==> src/inc/ttc_pkg.sv <==
/*
 * Shared constants and types for the talkback tone control channel.
 * Assumes a 50 MHz core clock and a 48 kHz sample strobe.
 */
`default_nettype none
package ttc_pkg;

	// ----------------------------------------------------------------
	// Function, detect and routing codes
	// ----------------------------------------------------------------
	typedef enum logic [2:0] {
		TTC_FN_TALK = 3'h0,
		TTC_FN_PILOT = 3'h1,
		TTC_FN_CALL = 3'h2,
		TTC_FN_TONE_ONLY = 3'h3,
		TTC_FN_DISABLED = 3'h4
	} ttc_func_t;

	typedef enum logic [1:0] {
		TTC_DET_NONE = 2'h0,
		TTC_DET_CALL_LIGHT = 2'h1,
		TTC_DET_CUE_DIM = 2'h2
	} ttc_detect_t;

	localparam int ROUTE_LEFT_BIT = 0;
	localparam int ROUTE_RIGHT_BIT = 1;

	// ----------------------------------------------------------------
	// Audio constants
	// ----------------------------------------------------------------
	localparam int SAMPLE_W = 16;
	localparam int SAMPLE_RATE_HZ = 48000;
	localparam int SINE_STEPS = 24;
	localparam int PILOT_HZ = 18000;
	localparam int CALL_HZ = 20000;
	localparam logic [4:0] PILOT_STEP = 5'(PILOT_HZ * SINE_STEPS / SAMPLE_RATE_HZ);
	localparam logic [4:0] CALL_STEP = 5'(CALL_HZ * SINE_STEPS / SAMPLE_RATE_HZ);
	localparam logic [4:0] PHASE_LAST = 5'(SINE_STEPS - 1);
	localparam logic [12:0] DIM_GAIN_Q12 = 13'h02D8;
	localparam logic [12:0] UNITY_GAIN_Q12 = 13'h1000;
	localparam logic [20:0] ENV_THRESH = 21'h004000;
	localparam logic [7:0] DET_ON_SAMPLES = 8'h30;
	localparam int FIFO_DEPTH = 16;

	// ----------------------------------------------------------------
	// Timing
	// ----------------------------------------------------------------
	localparam int CLK_HZ = 50000000;
	localparam int FLASH_HALF_MS = 125;
	localparam int HOLD_MS = 400;
	localparam int FLASH_HALF_CYC = CLK_HZ / 1000 * FLASH_HALF_MS;
	localparam int HOLD_CYC = CLK_HZ / 1000 * HOLD_MS;
	localparam int DIS_FLASHES = 4;
	localparam int CUE_FLASHES = 5;

endpackage
`default_nettype wire

==> src/design/ttc_talkback.sv <==
/*
 * Talkback tone control channel: button handling, tone generation,
 * main output muting, received tone detection, dimming and LEDs.
 * Assumes synchronous inputs, one sample strobe per 48 kHz frame.
 */
// Notes on behaviour
// Five functions: talk, pilot, call, tone, disabled.
// Talk mode sends microphone audio out.
// Pilot mode adds 18 kHz at -20 dBFS.
// Call adds 20 kHz to active talk channels.
// Tone-only sends just 20 kHz, no microphone.
// Disabled function affects nothing else.
// Disabled tap flashes red LED four times.
// Disabled held button flashes red continuously.
// Main output setting: no effect or mute.
// Mute setting silences main mic when active.
// No-effect setting keeps main mic always.
// Detect setting: none, call light, cue dim.
// Valid tone is sustained, about 15 kHz up.
// Detector never latches after tone ends.
// Call light flashes knob yellow while detected.
// Display flashes orange, five times at most.
// Low-pass removes tone before headphone routing.
// Cue mode dims routed main audio on tone.
// Dim releases as soon as tone ends.
// Dim is fixed 15 dB.
// Hybrid button: hold momentary, tap toggles.
// Talkback input routes left, right or both.
// Tone sums saturate instead of wrapping.
`timescale 1ns/10ps
`default_nettype none

// --------------------------------------------------------------------
// Sample FIFO
// --------------------------------------------------------------------
module ttc_fifo #(
	parameter int WIDTH = 16,
	parameter int DEPTH = 16
) (
	input wire logic clk,
	input wire logic reset_n,
	input wire logic clk_en,
	input wire logic in_valid,
	output logic in_ready,
	input wire logic [WIDTH-1:0] in_data,
	output logic out_valid,
	input wire logic out_ready,
	output logic [WIDTH-1:0] out_data
);
	localparam int AW = $clog2(DEPTH);
	logic [WIDTH-1:0] mem_r [DEPTH];
	logic [AW-1:0] wr_r;
	logic [AW-1:0] rd_r;
	logic [AW:0] cnt_r;
	logic push;
	logic pop;

	assign in_ready = (cnt_r != (AW+1)'(DEPTH));
	assign out_valid = (cnt_r != '0);
	assign out_data = mem_r[rd_r];
	assign push = in_valid && in_ready;
	assign pop = out_valid && out_ready;

	always_ff @(posedge clk) begin
		if (clk_en && push) begin
			mem_r[wr_r] <= in_data;
		end
	end

	always_ff @(posedge clk) begin
		if (!reset_n) begin
			wr_r <= '0;
			rd_r <= '0;
			cnt_r <= '0;
		end else if (clk_en) begin
			if (push) begin
				wr_r <= wr_r + 1'b1;
			end
			if (pop) begin
				rd_r <= rd_r + 1'b1;
			end
			cnt_r <= cnt_r + (AW+1)'(push) - (AW+1)'(pop);
		end
	end
endmodule // ttc_fifo

// --------------------------------------------------------------------
// LED flasher: N flashes, or endless while asked
// --------------------------------------------------------------------
module ttc_flasher #(
	parameter int N = 4,
	parameter int HALF = 4
) (
	input wire logic clk,
	input wire logic reset_n,
	input wire logic clk_en,
	input wire logic start,
	input wire logic run,
	input wire logic endless,
	output logic lit
);
	logic act_r;
	logic on_r;
	logic [2:0] left_r;
	logic [24:0] cnt_r;

	assign lit = act_r && on_r;

	always_ff @(posedge clk) begin
		if (!reset_n) begin
			act_r <= 1'b0;
			on_r <= 1'b0;
			left_r <= '0;
			cnt_r <= '0;
		end else if (clk_en) begin
			if (start) begin
				act_r <= 1'b1;
				on_r <= 1'b1;
				left_r <= 3'(N);
				cnt_r <= '0;
			end else if (!run) begin
				act_r <= 1'b0;
			end else if (act_r) begin
				if (cnt_r == 25'(HALF - 1)) begin
					cnt_r <= '0;
					on_r <= !on_r;
					if (on_r && !endless) begin
						left_r <= left_r - 3'h1;
						if (left_r == 3'h1) begin
							act_r <= 1'b0;
						end
					end
				end else begin
					cnt_r <= cnt_r + 25'h0000001;
				end
			end
		end
	end

	a_flash_count: assert property (@(posedge clk) disable iff (!reset_n)
		left_r <= 3'(N)) else $error("flash count above its limit");
endmodule // ttc_flasher

// --------------------------------------------------------------------
// Channel top
// --------------------------------------------------------------------
module ttc_talkback #(
	parameter int HOLD_CYCLES = ttc_pkg::HOLD_CYC,
	parameter int FLASH_HALF_CYCLES = ttc_pkg::FLASH_HALF_CYC
) (
	input wire logic core_clk,
	input wire logic reset_n,
	input wire logic clk_en,
	input wire logic sample_stb,
	input wire ttc_pkg::ttc_func_t func_sel,
	input wire logic main_mute_sel,
	input wire ttc_pkg::ttc_detect_t detect_sel,
	input wire logic [1:0] route_sel,
	input wire logic button,
	input wire logic call_in,
	input wire logic signed [15:0] mic_in,
	input wire logic signed [15:0] main_l_in,
	input wire logic signed [15:0] main_r_in,
	input wire logic rx_valid,
	output logic rx_ready,
	input wire logic [15:0] rx_data,
	output logic signed [15:0] tb_out,
	output logic signed [15:0] main_out,
	output logic signed [15:0] phones_l,
	output logic signed [15:0] phones_r,
	output logic out_valid,
	output logic call_out,
	output logic led_green,
	output logic led_red,
	output logic knob_yellow,
	output logic display_orange,
	output logic tone_detected,
	output logic talent_cue_dim
);
	logic btn_prev_r;
	logic latch_r;
	logic [24:0] hold_r;
	logic active;
	logic disabled;
	logic [4:0] ph18_r;
	logic [4:0] ph20_r;
	logic signed [15:0] t18;
	logic signed [15:0] t20;
	logic signed [17:0] tb_sum;
	logic signed [15:0] tb_nxt;
	logic take;
	logic rx_out_valid;
	logic [15:0] rx_word;
	logic signed [15:0] x1_r;
	logic signed [15:0] x2_r;
	logic signed [17:0] lp_sum;
	logic signed [15:0] lp_r;
	logic signed [16:0] diff;
	logic [16:0] mag;
	logic [20:0] env_r;
	logic [20:0] env_nxt;
	logic [7:0] run_r;
	logic cue_cond;
	logic cue_prev_r;
	logic [12:0] gain_l;
	logic [12:0] gain_r;
	logic signed [29:0] prod_l;
	logic signed [29:0] prod_r;

	function automatic logic signed [15:0] sine(input logic [4:0] p);
		logic [4:0] k;
		logic [4:0] q;
		logic [15:0] m;
		k = (p >= 5'h0C) ? p - 5'h0C : p;
		q = (k > 5'h06) ? 5'h0C - k : k;
		unique case (q)
			5'h00: m = 16'h0000;
			5'h01: m = 16'h0350;
			5'h02: m = 16'h0667;
			5'h03: m = 16'h090D;
			5'h04: m = 16'h0B16;
			5'h05: m = 16'h0C5D;
			default: m = 16'h0CCD;
		endcase
		return (p >= 5'h0C) ? -$signed(m) : $signed(m);
	endfunction

	function automatic logic signed [15:0] sat(input logic signed [17:0] v);
		if (v > 18'sh07FFF) begin
			return 16'sh7FFF;
		end else if (v < -18'sh08000) begin
			return 16'sh8000;
		end
		return v[15:0];
	endfunction

	function automatic logic [4:0] step(input logic [4:0] p, input logic [4:0] s);
		logic [5:0] n;
		n = {1'b0, p} + {1'b0, s};
		return (n > {1'b0, ttc_pkg::PHASE_LAST}) ? 5'(n - 6'(ttc_pkg::SINE_STEPS)) : n[4:0];
	endfunction

	// ----------------------------------------------------------------
	// Hybrid button
	// ----------------------------------------------------------------
	assign disabled = (func_sel == ttc_pkg::TTC_FN_DISABLED);
	assign active = (button || latch_r) && !disabled;
	assign call_out = active && (func_sel == ttc_pkg::TTC_FN_CALL);
	assign led_green = active;

	always_ff @(posedge core_clk) begin
		if (!reset_n) begin
			btn_prev_r <= 1'b0;
			latch_r <= 1'b0;
			hold_r <= '0;
		end else if (clk_en) begin
			btn_prev_r <= button;
			if (disabled) begin
				latch_r <= 1'b0;
			end else if (btn_prev_r && !button) begin
				latch_r <= (hold_r < 25'(HOLD_CYCLES)) ? !latch_r : 1'b0;
			end
			if (button && !btn_prev_r) begin
				hold_r <= '0;
			end else if (button && hold_r < 25'(HOLD_CYCLES)) begin
				hold_r <= hold_r + 25'h0000001;
			end
		end
	end

	ttc_flasher #(.N(ttc_pkg::DIS_FLASHES), .HALF(FLASH_HALF_CYCLES)) u_red (
		.clk(core_clk),
		.reset_n(reset_n),
		.clk_en(clk_en),
		.start(disabled && button && !btn_prev_r),
		.run(disabled),
		.endless(button),
		.lit(led_red)
	);

	// ----------------------------------------------------------------
	// Tone generation and outgoing audio
	// ----------------------------------------------------------------
	assign t18 = sine(ph18_r);
	assign t20 = sine(ph20_r);

	always_comb begin
		tb_sum = '0;
		if (active) begin
			unique case (func_sel)
				ttc_pkg::TTC_FN_TALK: tb_sum = 18'(mic_in) + (call_in ? 18'(t20) : 18'sh0);
				ttc_pkg::TTC_FN_PILOT: tb_sum = 18'(mic_in) + 18'(t18) + (call_in ? 18'(t20) : 18'sh0);
				ttc_pkg::TTC_FN_TONE_ONLY: tb_sum = 18'(t20);
				default: tb_sum = '0;
			endcase
		end
		tb_nxt = sat(tb_sum);
	end

	always_ff @(posedge core_clk) begin
		if (!reset_n) begin
			ph18_r <= '0;
			ph20_r <= '0;
			tb_out <= '0;
			main_out <= '0;
			out_valid <= 1'b0;
		end else if (clk_en) begin
			out_valid <= sample_stb;
			if (sample_stb) begin
				ph18_r <= step(ph18_r, ttc_pkg::PILOT_STEP);
				ph20_r <= step(ph20_r, ttc_pkg::CALL_STEP);
				tb_out <= tb_nxt;
				main_out <= (main_mute_sel && active) ? 16'sh0000 : mic_in;
			end
		end
	end

	a_disabled_quiet: assert property (@(posedge core_clk) disable iff (!reset_n)
		(clk_en && sample_stb && disabled) |=> (tb_out == 16'sh0000 && main_out == $past(mic_in)))
		else $error("disabled function touched audio");
	a_talk_mic: assert property (@(posedge core_clk) disable iff (!reset_n)
		(clk_en && sample_stb && active && !call_in && func_sel == ttc_pkg::TTC_FN_TALK)
		|=> tb_out == $past(mic_in)) else $error("talk output is not microphone");
	a_tone_only: assert property (@(posedge core_clk) disable iff (!reset_n)
		(clk_en && sample_stb && active && func_sel == ttc_pkg::TTC_FN_TONE_ONLY)
		|=> tb_out == $past(t20)) else $error("tone-only output carries other audio");
	a_main_mute: assert property (@(posedge core_clk) disable iff (!reset_n)
		(clk_en && sample_stb && main_mute_sel && active) |=> main_out == 16'sh0000)
		else $error("main mic not muted during talkback");
	a_main_keep: assert property (@(posedge core_clk) disable iff (!reset_n)
		(clk_en && sample_stb && !main_mute_sel) |=> main_out == $past(mic_in))
		else $error("main mic altered with no-effect setting");
	a_tap_toggle: assert property (@(posedge core_clk) disable iff (!reset_n)
		(clk_en && btn_prev_r && !button && !disabled && hold_r < 25'(HOLD_CYCLES))
		|=> latch_r != $past(latch_r)) else $error("tap did not toggle function");

	// ----------------------------------------------------------------
	// Received talkback: buffer, low-pass and tone detector
	// ----------------------------------------------------------------
	ttc_fifo #(.WIDTH(ttc_pkg::SAMPLE_W), .DEPTH(ttc_pkg::FIFO_DEPTH)) u_rx_fifo (
		.clk(core_clk),
		.reset_n(reset_n),
		.clk_en(clk_en),
		.in_valid(rx_valid),
		.in_ready(rx_ready),
		.in_data(rx_data),
		.out_valid(rx_out_valid),
		.out_ready(sample_stb),
		.out_data(rx_word)
	);

	assign take = clk_en && sample_stb && rx_out_valid;
	assign lp_sum = 18'($signed(rx_word)) + 18'(x1_r) + 18'(x1_r) + 18'(x2_r);
	assign diff = 17'($signed(rx_word)) - 17'(x1_r);
	assign mag = diff[16] ? 17'(-diff) : 17'(diff);
	assign env_nxt = env_r - (env_r >> 4) + 21'(mag);

	always_ff @(posedge core_clk) begin
		if (!reset_n) begin
			x1_r <= '0;
			x2_r <= '0;
			lp_r <= '0;
			env_r <= '0;
			run_r <= '0;
			tone_detected <= 1'b0;
		end else if (take) begin
			x1_r <= $signed(rx_word);
			x2_r <= x1_r;
			lp_r <= lp_sum[17:2];
			env_r <= env_nxt;
			if (env_nxt < ttc_pkg::ENV_THRESH) begin
				run_r <= '0;
				tone_detected <= 1'b0;
			end else if (run_r < ttc_pkg::DET_ON_SAMPLES) begin
				run_r <= run_r + 8'h01;
			end else begin
				tone_detected <= 1'b1;
			end
		end
	end

	a_no_latch: assert property (@(posedge core_clk) disable iff (!reset_n)
		(take && env_nxt < ttc_pkg::ENV_THRESH) |=> !tone_detected)
		else $error("detector held after tone ended");

	// ----------------------------------------------------------------
	// Call light and talent cue dim
	// ----------------------------------------------------------------
	assign cue_cond = tone_detected && (detect_sel == ttc_pkg::TTC_DET_CALL_LIGHT);

	always_ff @(posedge core_clk) begin
		if (!reset_n) begin
			cue_prev_r <= 1'b0;
		end else if (clk_en) begin
			cue_prev_r <= cue_cond;
		end
	end

	ttc_flasher #(.N(1), .HALF(FLASH_HALF_CYCLES)) u_knob (
		.clk(core_clk),
		.reset_n(reset_n),
		.clk_en(clk_en),
		.start(cue_cond && !cue_prev_r),
		.run(cue_cond),
		.endless(1'b1),
		.lit(knob_yellow)
	);

	ttc_flasher #(.N(ttc_pkg::CUE_FLASHES), .HALF(FLASH_HALF_CYCLES)) u_disp (
		.clk(core_clk),
		.reset_n(reset_n),
		.clk_en(clk_en),
		.start(cue_cond && !cue_prev_r),
		.run(cue_cond),
		.endless(1'b0),
		.lit(display_orange)
	);

	assign talent_cue_dim = tone_detected && (detect_sel == ttc_pkg::TTC_DET_CUE_DIM);
	assign gain_l = (talent_cue_dim && route_sel[ttc_pkg::ROUTE_LEFT_BIT]) ?
		ttc_pkg::DIM_GAIN_Q12 : ttc_pkg::UNITY_GAIN_Q12;
	assign gain_r = (talent_cue_dim && route_sel[ttc_pkg::ROUTE_RIGHT_BIT]) ?
		ttc_pkg::DIM_GAIN_Q12 : ttc_pkg::UNITY_GAIN_Q12;
	assign prod_l = main_l_in * $signed({1'b0, gain_l});
	assign prod_r = main_r_in * $signed({1'b0, gain_r});

	always_ff @(posedge core_clk) begin
		if (!reset_n) begin
			phones_l <= '0;
			phones_r <= '0;
		end else if (clk_en && sample_stb) begin
			phones_l <= sat(prod_l[29:12] +
				(route_sel[ttc_pkg::ROUTE_LEFT_BIT] ? 18'(lp_r) : 18'sh0));
			phones_r <= sat(prod_r[29:12] +
				(route_sel[ttc_pkg::ROUTE_RIGHT_BIT] ? 18'(lp_r) : 18'sh0));
		end
	end

	a_dim_release: assert property (@(posedge core_clk) disable iff (!reset_n)
		(clk_en && sample_stb && !talent_cue_dim && !route_sel[ttc_pkg::ROUTE_LEFT_BIT])
		|=> phones_l == $past(main_l_in))
		else $error("main audio not restored after tone");
	a_knob_follow: assert property (@(posedge core_clk) disable iff (!reset_n)
		knob_yellow |-> $past(cue_cond)) else $error("knob flashes without detected tone");
endmodule // ttc_talkback

`default_nettype wire

==> config.mk <==
export PLATFORM = sky130hd
export DESIGN_NAME = ttc_talkback
export DESIGN_NICKNAME = d
export VERILOG_FILES = /design/src/inc/ttc_pkg.sv /design/src/design/ttc_talkback.sv
export SDC_FILE = /design/constraint.sdc
export NUM_CORES = 2
export LEC_CHECK = 0
export ABC_AREA = 1
export BUFFER_PORTS_ARGS = -buffer_cell sky130_fd_sc_hd__buf_2
export CAP_MARGIN = 20
export CORE_AREA = 2 2 275 277
export DETAILED_ROUTE_END_ITERATION = 10
export DIE_AREA = 0 0 277 279
export GPL_ROUTABILITY_DRIVEN = 0
export MAX_ROUTING_LAYER = met4
export PLACE_DENSITY = 0.85
export SLEW_MARGIN = 20
export SYNTH_ARGS = -nofsm -noshare
export SYNTH_HDL_FRONTEND = slang
export SYNTH_HIERARCHICAL = 1
export SYNTH_SLANG_ARGS = --single-unit
==> constraint.sdc <==
create_clock -name core_clk -period 7.17 [get_ports core_clk]
set_input_delay 0.717 -clock core_clk [delete_from_list [all_inputs] [get_ports core_clk]]
set_output_delay 0.717 -clock core_clk [all_outputs]
set_load 0.02 [all_outputs]
### Word-level counts from Yosys, hierarchy flattened

Memory sizes are Yosys's and may differ from the RTL's. A register that Yosys moved wholly into a read port is not among the register bits.
Index checks and enable logic that the tools add are counted.
Widths: inputs -> output; s select.

| storage, ports and cells | value |
|---|---|
| register bits | 281 |
| RAM bits | 256 |
| bits of input ports | 79 |
| output and inout bits | 73 |
| logic and storage cells | 268 |
| memories kept | 1 |

Memories:

| memory | depth | bits a word | read ports | clocked after memory_dff | write ports | line | source |
|---|---|---|---|---|---|---|---|
| u_rx_fifo.mem_r | 16 | 16 | 1 | 1 | 1 | ttc_talkback.sv:51 | `logic [WIDTH-1:0] mem_r [DEPTH];` |

| operators by class | value |
|---|---|
| add/subtract/negate cells | 33 |
| $mul | 2 |
| order comparisons | 15 |
| eq/ne operators | 23 |
| mux-type cells | 100 |
| reduce and logical (&&, ||, !) cells | 63 |

Operator list:

| operator | number |
|---|---|
| $mux 25 | 14 |
| $mux 16 | 12 |
| $pmux 12 s6 | 2 |
| $add 25x1->25 const B | 4 |
| $eq 25x23->1 const B | 3 |
| $mux 18 | 4 |
| $mul 16x14->30 | 2 |
| $gt 18x16->1 const B | 3 |
| $lt 18x16->1 const B | 3 |
| $pmux 18 s3 | 1 |
| $mux 1 | 44 |
| $add 18x18->18 | 2 |
| $add 16x16->17 | 2 |
| $neg 16->16 | 2 |
| $mux 3 | 10 |
| $mux 5 | 6 |
| $mux 13 | 2 |
| $reduce_bool 2->1 | 13 |
| $lt 25x25->1 const B | 1 |
| $logic_and 1x1->1 | 22 |
| $add 21x17->21 | 1 |
| $lt 21x15->1 const B | 1 |
| $sub 21x17->21 | 1 |
| $eq 5x2->1 const B | 4 |
| other kinds (40) | 77 |

### Longest topological paths before layout

| logic depth | value |
|---|---|
| depth in word-level cells | 16 |
| depth in mapped cells | 44 |
| gate-level depth less buffers | 43 |

### Hierarchy

Netlist, hierarchy kept.

Modules (own cells, without submodules):

| module | instances | cells an instance | area each (um2) | sequential area each (um2) |
|---|---|---|---|---|
| ttc_talkback | 1 | 3238 | 23029.6 | 3603.5 |
| ttc_fifo | 1 | 1198 | 12065.3 | 8027.7 |
| ttc_flasher at u_disp | 1 | 268 | 1833.0 | 600.6 |
| ttc_flasher at u_knob | 1 | 268 | 1810.5 | 600.6 |
| ttc_flasher at u_red | 1 | 267 | 1793.0 | 600.6 |

### Worst setup path after synthesis

Ideal clock, no wire load.

| path | value |
|---|---|
| kind | in2reg |
| start point | in detect_sel[0] |
| end point | reg phones_l[10] |
| library setup time | 0.070 ns |
| data arrival time | 7.214 ns |
| required time | 7.100 ns |
| path slack | -0.114 ns |
| stages | 36 |
| path buffers | 2 |
| cell sequence | inv_1 nand3_1 inv_1 nand2_1 clkbuf_1 nor2_1 ha_1 ha_1 inv_1 fa_1 fa_1 fa_1 inv_1 ha_1 ha_1 a21oi_1 o21ai_0 nand2_1 nand2_1 a21oi_1 o21bai_1 nand2_1 nand2_1 xor2_1 ha_1 nand2_1 o21ai_0 a21oi_1 nand3b_1 nand2_1 xor2_1 or2_2 nand2_1 buf_2 nand2_1 a21oi_1 |

| on the way | value |
|---|---|
| longest elaborated chain between the ends | 12 |
| elaborated cells on any way between the ends | 14 |
| classes of those cells | 1 x add/sub; 1 x mul; 2 x order compare; 1 x eq/ne; 7 x mux; 2 x reduce/logical |

RTL lines:

| what | line | source |
|---|---|---|
| start, declared | ttc_talkback.sv:157 | `input wire ttc_pkg::ttc_detect_t detect_sel,` |
| $eq 2x2->1 (*) | ttc_talkback.sv:419 | `assign talent_cue_dim = tone_detected && (detect_sel == ttc_pkg::TTC_DET_CUE_DIM);` |
| $logic_and 1x1->1 (*) | ttc_talkback.sv:419 |  |
| via talent_cue_dim | ttc_talkback.sv:178 | `output logic talent_cue_dim` |
| $logic_and 1x1->1 (*) | ttc_talkback.sv:420 | `assign gain_l = (talent_cue_dim && route_sel[ttc_pkg::ROUTE_LEFT_BIT]) ?` |
| $mux 13 (*) | ttc_talkback.sv:420 |  |
| $mul 16x14->30 (*) | ttc_talkback.sv:424 | `assign prod_l = main_l_in * $signed({1'b0, gain_l});` |
| $add 18x18->18 (*) | ttc_talkback.sv:432 | `phones_l <= sat(prod_l[29:12] +` |
| $lt 18x16->1 | ttc_talkback.sv:231 | `end else if (v < -18'sh08000) begin` |
| $mux 1 | ttc_talkback.sv:231 |  |
| $mux 1 | ttc_talkback.sv:229 | `if (v > 18'sh07FFF) begin` |
| $mux 1 | ttc_talkback.sv:431 | `end else if (clk_en && sample_stb) begin` |
| $mux 1 | ttc_talkback.sv:428 | `if (!reset_n) begin` |
| $mux 16 (*) | ttc_talkback.sv:234 | `return v[15:0];` |
| end signal, assigned | ttc_talkback.sv:432 |  |
| end, declared | ttc_talkback.sv:169 | `output logic signed [15:0] phones_l,` |

The timed path passes the listed nets; every way through them passes the cells marked *. The select of a mux whose other input is x is not followed.
A chain may end at the register's enable or synchronous reset.

### Final worst setup path

| path | value |
|---|---|
| start point | reg tone_detected |
| end point | reg phones_r[1] |

| on the way | value |
|---|---|
| longest elaborated chain between the ends | 11 |
| elaborated cells on any way between the ends | 13 |
| classes of those cells | 1 x add/sub; 1 x mul; 2 x order compare; 7 x mux; 2 x reduce/logical |

RTL lines:

| what | line | source |
|---|---|---|
| start, declared | ttc_talkback.sv:177 | `output logic tone_detected,` |
| start signal, assigned | ttc_talkback.sv:365 | `tone_detected <= 1'b0;` |
| start signal, assigned | ttc_talkback.sv:373 | `tone_detected <= 1'b0;` |
| start signal, assigned | ttc_talkback.sv:377 | `tone_detected <= 1'b1;` |
| $logic_and 1x1->1 (*) | ttc_talkback.sv:419 |  |
| $logic_and 1x1->1 (*) | ttc_talkback.sv:422 | `assign gain_r = (talent_cue_dim && route_sel[ttc_pkg::ROUTE_RIGHT_BIT]) ?` |
| $mux 13 (*) | ttc_talkback.sv:422 |  |
| $mul 16x14->30 (*) | ttc_talkback.sv:425 | `assign prod_r = main_r_in * $signed({1'b0, gain_r});` |
| $add 18x18->18 (*) | ttc_talkback.sv:434 | `phones_r <= sat(prod_r[29:12] +` |
| $lt 18x16->1 | ttc_talkback.sv:231 |  |
| $mux 1 | ttc_talkback.sv:231 |  |
| $mux 1 | ttc_talkback.sv:229 |  |
| $mux 1 | ttc_talkback.sv:431 |  |
| $mux 1 | ttc_talkback.sv:428 |  |
| $mux 16 (*) | ttc_talkback.sv:234 |  |
| end signal, assigned | ttc_talkback.sv:434 |  |
| end, declared | ttc_talkback.sv:170 | `output logic signed [15:0] phones_r,` |

Mark *: on every way between the ends. The rest lies on a longest branch, timed or not. The select of a mux whose other input is x is not followed.

==> flow_metrics.py <==
metrics = {
    "outcome": {
        "status": "completed",
    },
    "yosys": {
        "ys_seq_area_share_pct": 33.1,
        "synth_area_um2": 40500,
        "syn_inst": 5239,
        "synth.distinct_cells": 60,
        "async_flop_share_pct": 0,
        "synth_flop_cell": "dfxtp_1",
        "ys.warnings.count": 6,
        "yosys_register_bits": 543,
        "synth_edf_count": 256,
        "syn_avg_cell_area_um2": 7.74,
    },
    "place": {
        "hpwl_um": 74200,
        "place_inst": 6400,
        "numPortBuffers": 151,
        "pre_cts_ws_ps": -277,
        "dpl_cell_area_um2": 43100,
    },
    "pwr": {
        "pwr-share-seq_pct": 28.5,
        "total_power_uw": 12100,
        "pwr_density_cell_nw_per_um2": 267,
        "pwr-share-clk_pct": 24.3,
        "comb_power_share_pct": 47.2,
        "p_sw_uw": 5030,
        "switching_share_pct": 41.5,
        "p_leak_uw": 0.0222,
        "p_int_uw": 7090,
        "vdd_drop_max_mv": 0.392,
    },
    "layout": {
        "layout-drive-gt1-share_pct": 11.3,
        "seq_area_um2": 13400,
        "layout_commonest_cell": "nand2_1",
        "fin_nets": 6064,
        "stdcell_count": 6515,
        "design_area_um2": 45300,
        "mostFrequentLayoutCells": "nand2_1, inv_1, nand3_1",
        "area_growth_pct": 11.9,
        "multiInputGateArea_um2": 23300,
        "num-fill-cells": 6130,
    },
    "die": {
        "die_area_um2": 77300,
        "die_h_um": 279,
        "start_util_pct": 54.7,
        "fp.dieW_um": 277,
        "coreArea_um2": 74100,
        "io_pins": 152,
        "core.rowCount": 100,
    },
    "critical_path": {
        "path_max_fanout": 15,
        "cp-end-kind": "register",
        "slowest_stage": "fa_1",
        "cp_common_cell": "nand2_1",
        "critPathKind": "reg -> reg",
        "max_stage_delay_ps": 570,
        "cp-start-kind": "register",
        "crit_required_ps": 7700,
        "cp_data_arrival_time_ps": 7290,
    },
    "global_route": {
        "gr-usage-all-layers_pct": 26.7,
        "grt_pass1_wl_um": 167000,
        "overflow": 0,
        "antenna_found_initial": 5,
        "grt_max_degree": 129,
        "grt_pass1_vias": 34852,
    },
    "clock_network": {
        "hold_buffers": 0,
        "cts_sinks": 543,
        "numCtsBuffers": 56,
        "cts_tree": "built",
        "insertion_delay_ps": 650,
        "clk_pin_slew_ps": 60,
        "clockBufferDepth": 3,
        "htree_levels": 2,
        "clockRootBuffer": "clkbuf_16",
    },
    "routing": {
        "route.met3.wl_um": 7010,
        "top_layer_used": "met4",
        "routedWlPerCell_um": 15.7,
        "routed_wl_um": 102000,
        "first_pass_iters": 8,
        "num_vias": 35810,
        "drtIter0Drc": 3258,
        "wl_met1_um": 41500,
        "ant_nets": 0,
        "wl_met2_um": 50100,
        "drcViolationCount": 0,
        "via_per_inst": 5.50,
    },
    "timing": {
        "slew_viol_final": 0,
        "period_minus_slack_ps": 6760,
        "hold_ws_ps": 411,
        "maxSlewHeadroom_pct": 33.3,
        "finClkSkew_ps": 58.7,
        "setup_viol": 0,
        "worst_pin_slew_ps": 999,
        "min_period_over_period_pct": 94.3,
        "finalHoldViolCount": 0,
        "worst_slack_ps": 408,
        "timing.fmax_mhz": 148,
    },
    "hold_path": {
        "hold_path_class": "in -> reg",
    },
    "run": {
        "max-cap-violations": 0,
    },
}
[cell families (layout without fill, tap and decap cells)]
logic type,Yosys count,in the layout,synth area share (%)
fa+ha+maj,489,489,18.0
simple gates,2225,2225,24.6
xor+xnor,148,148,3.20
buf+inv,1045,1321,10.2
other cells,2,33,0.0185
compound gates,786,786,10.8
mux,1,1,0.0247
flops,543,543,33.1
[final timing paths]
| check | cells past startpoint | start | slack (ps) | end |
|---|---|---|---|---|
| worst max-delay path | 39 | tone_detected$_SDFFE_PN0P_ | 410 | phones_r[1]$_SDFFE_PN0P_ |
| worst min-delay path | 3 | mic_in[2] | 410 | main_out[2]$_SDFFE_PN0P_ |
| worst max register to register | 39 | tone_detected$_SDFFE_PN0P_ | 410 | phones_r[1]$_SDFFE_PN0P_ |
| worst min register to register | 2 | env_r[0]$_SDFFE_PN0P_ | 470 | env_r[0]$_SDFFE_PN0P_ |
[power groups by stage]
stage	sequential (uW)	clock (uW)	combinational [uW]
2_1_floorplan	3530	0	4150
3_3_place_gp	3510	0	5320
3_5_place_dp	3520	0	5480
4_1_cts	3450	2980	5550
5_1_grt	3470	3100	6410
6_report	3460	2940	5720
[state kept, by name, indices dropped and copies added, names as in the netlist, 5 cells and up, named ones only]
| signal | count |
|---|---|
| env_r | 21 |
| hold_r | 25 |
| lp_r | 16 |
| main_out | 16 |
| ph18_r | 5 |
| phones_l | 16 |
| phones_r | 16 |
| run_r | 8 |
| tb_out | 16 |
| u_disp/cnt_r | 25 |
| u_knob/cnt_r | 25 |
| u_red/cnt_r | 25 |
| u_rx_fifo/cnt_r | 5 |
| u_rx_fifo/mem_r | 256 |
| x1_r | 16 |
| x2_r | 16 |
[synthesized netlist by cell type, types with 8 or more instances]
master,instances,share of area (%)
nand3b_1,14,0.26
a21o_1,18,0.33
o21bai_1,44,0.81
or2_2,14,0.22
inv_2,21,0.19
o21ai_0,268,3.3
buf_6,13,0.36
buf_4,22,0.41
edfxtp_1,256,19
nor2_4,18,0.50
nand3_2,9,0.22
nor3_2,28,0.69
inv_1,892,8.3
nand2_2,27,0.42
nand3_1,412,5.1
nor4_1,13,0.20
buf_2,26,0.32
nand2_4,8,0.22
a31oi_1,9,0.14
nor3b_1,9,0.17
nor2_2,21,0.32
dfxtp_1,287,14
xnor2_1,57,1.2
nand4_1,60,0.93
clkbuf_1,59,0.55
xor2_1,91,2.0
a21oi_1,364,4.5
nand2_1,1128,10
a21oi_2,15,0.32
ha_1,331,10
nor3_1,73,0.90
fa_1,158,7.8
o211ai_1,26,0.48
nor2_1,374,3.5
[worst max-delay path, delay by kind of cell (launching register included)]
kind / cells / cell delay [ps]
buf+inv: 5 / 570
compound gates: 5 / 670
xor+xnor: 1 / 80
simple gates: 20 / 1850
flops: 1 / 360
fa+ha+maj: 8 / 3110
[per-layer routing]
| metal | vias up | GRT usage [%] |
|---|---|---|
| li1 | 17492 | - |
| met1 | 16633 | 32.2 |
| met2 | 1367 | 46.0 |
| met3 | 318 | 3.56 |
| met4 | 0 | 9.28 |
| met5 | - | - |
[metrics by stage]
| stage | TNS, ps | util (%) |
|---|---|---|
| after detailed placement | -5550 | 58.2 |
| after global routing | -1410 | 61.2 |
| after CTS | 0 | 60.7 |
| final | 0 | 61.2 |
| after floorplan | 0 | - |
| after global placement | 0 | 58.2 |
[layout make-up]
type                       instances  area share (%)
multi-input combinational       3677            51.4
sequential                       543            29.6
inverter                         918            7.62
timing repair buffer             300            4.48
clock buffer                      76            3.41
tap                              969            2.67
clock inverter                    27           0.723
antenna                            5          0.0276
[what timing repair did]
action                                  CTS  global route
endpoints found under the setup margin    0            41
buffers inserted                          0             5
gates resized for setup                   0            64
No activity file was read; power rests on OpenSTA's default activity.
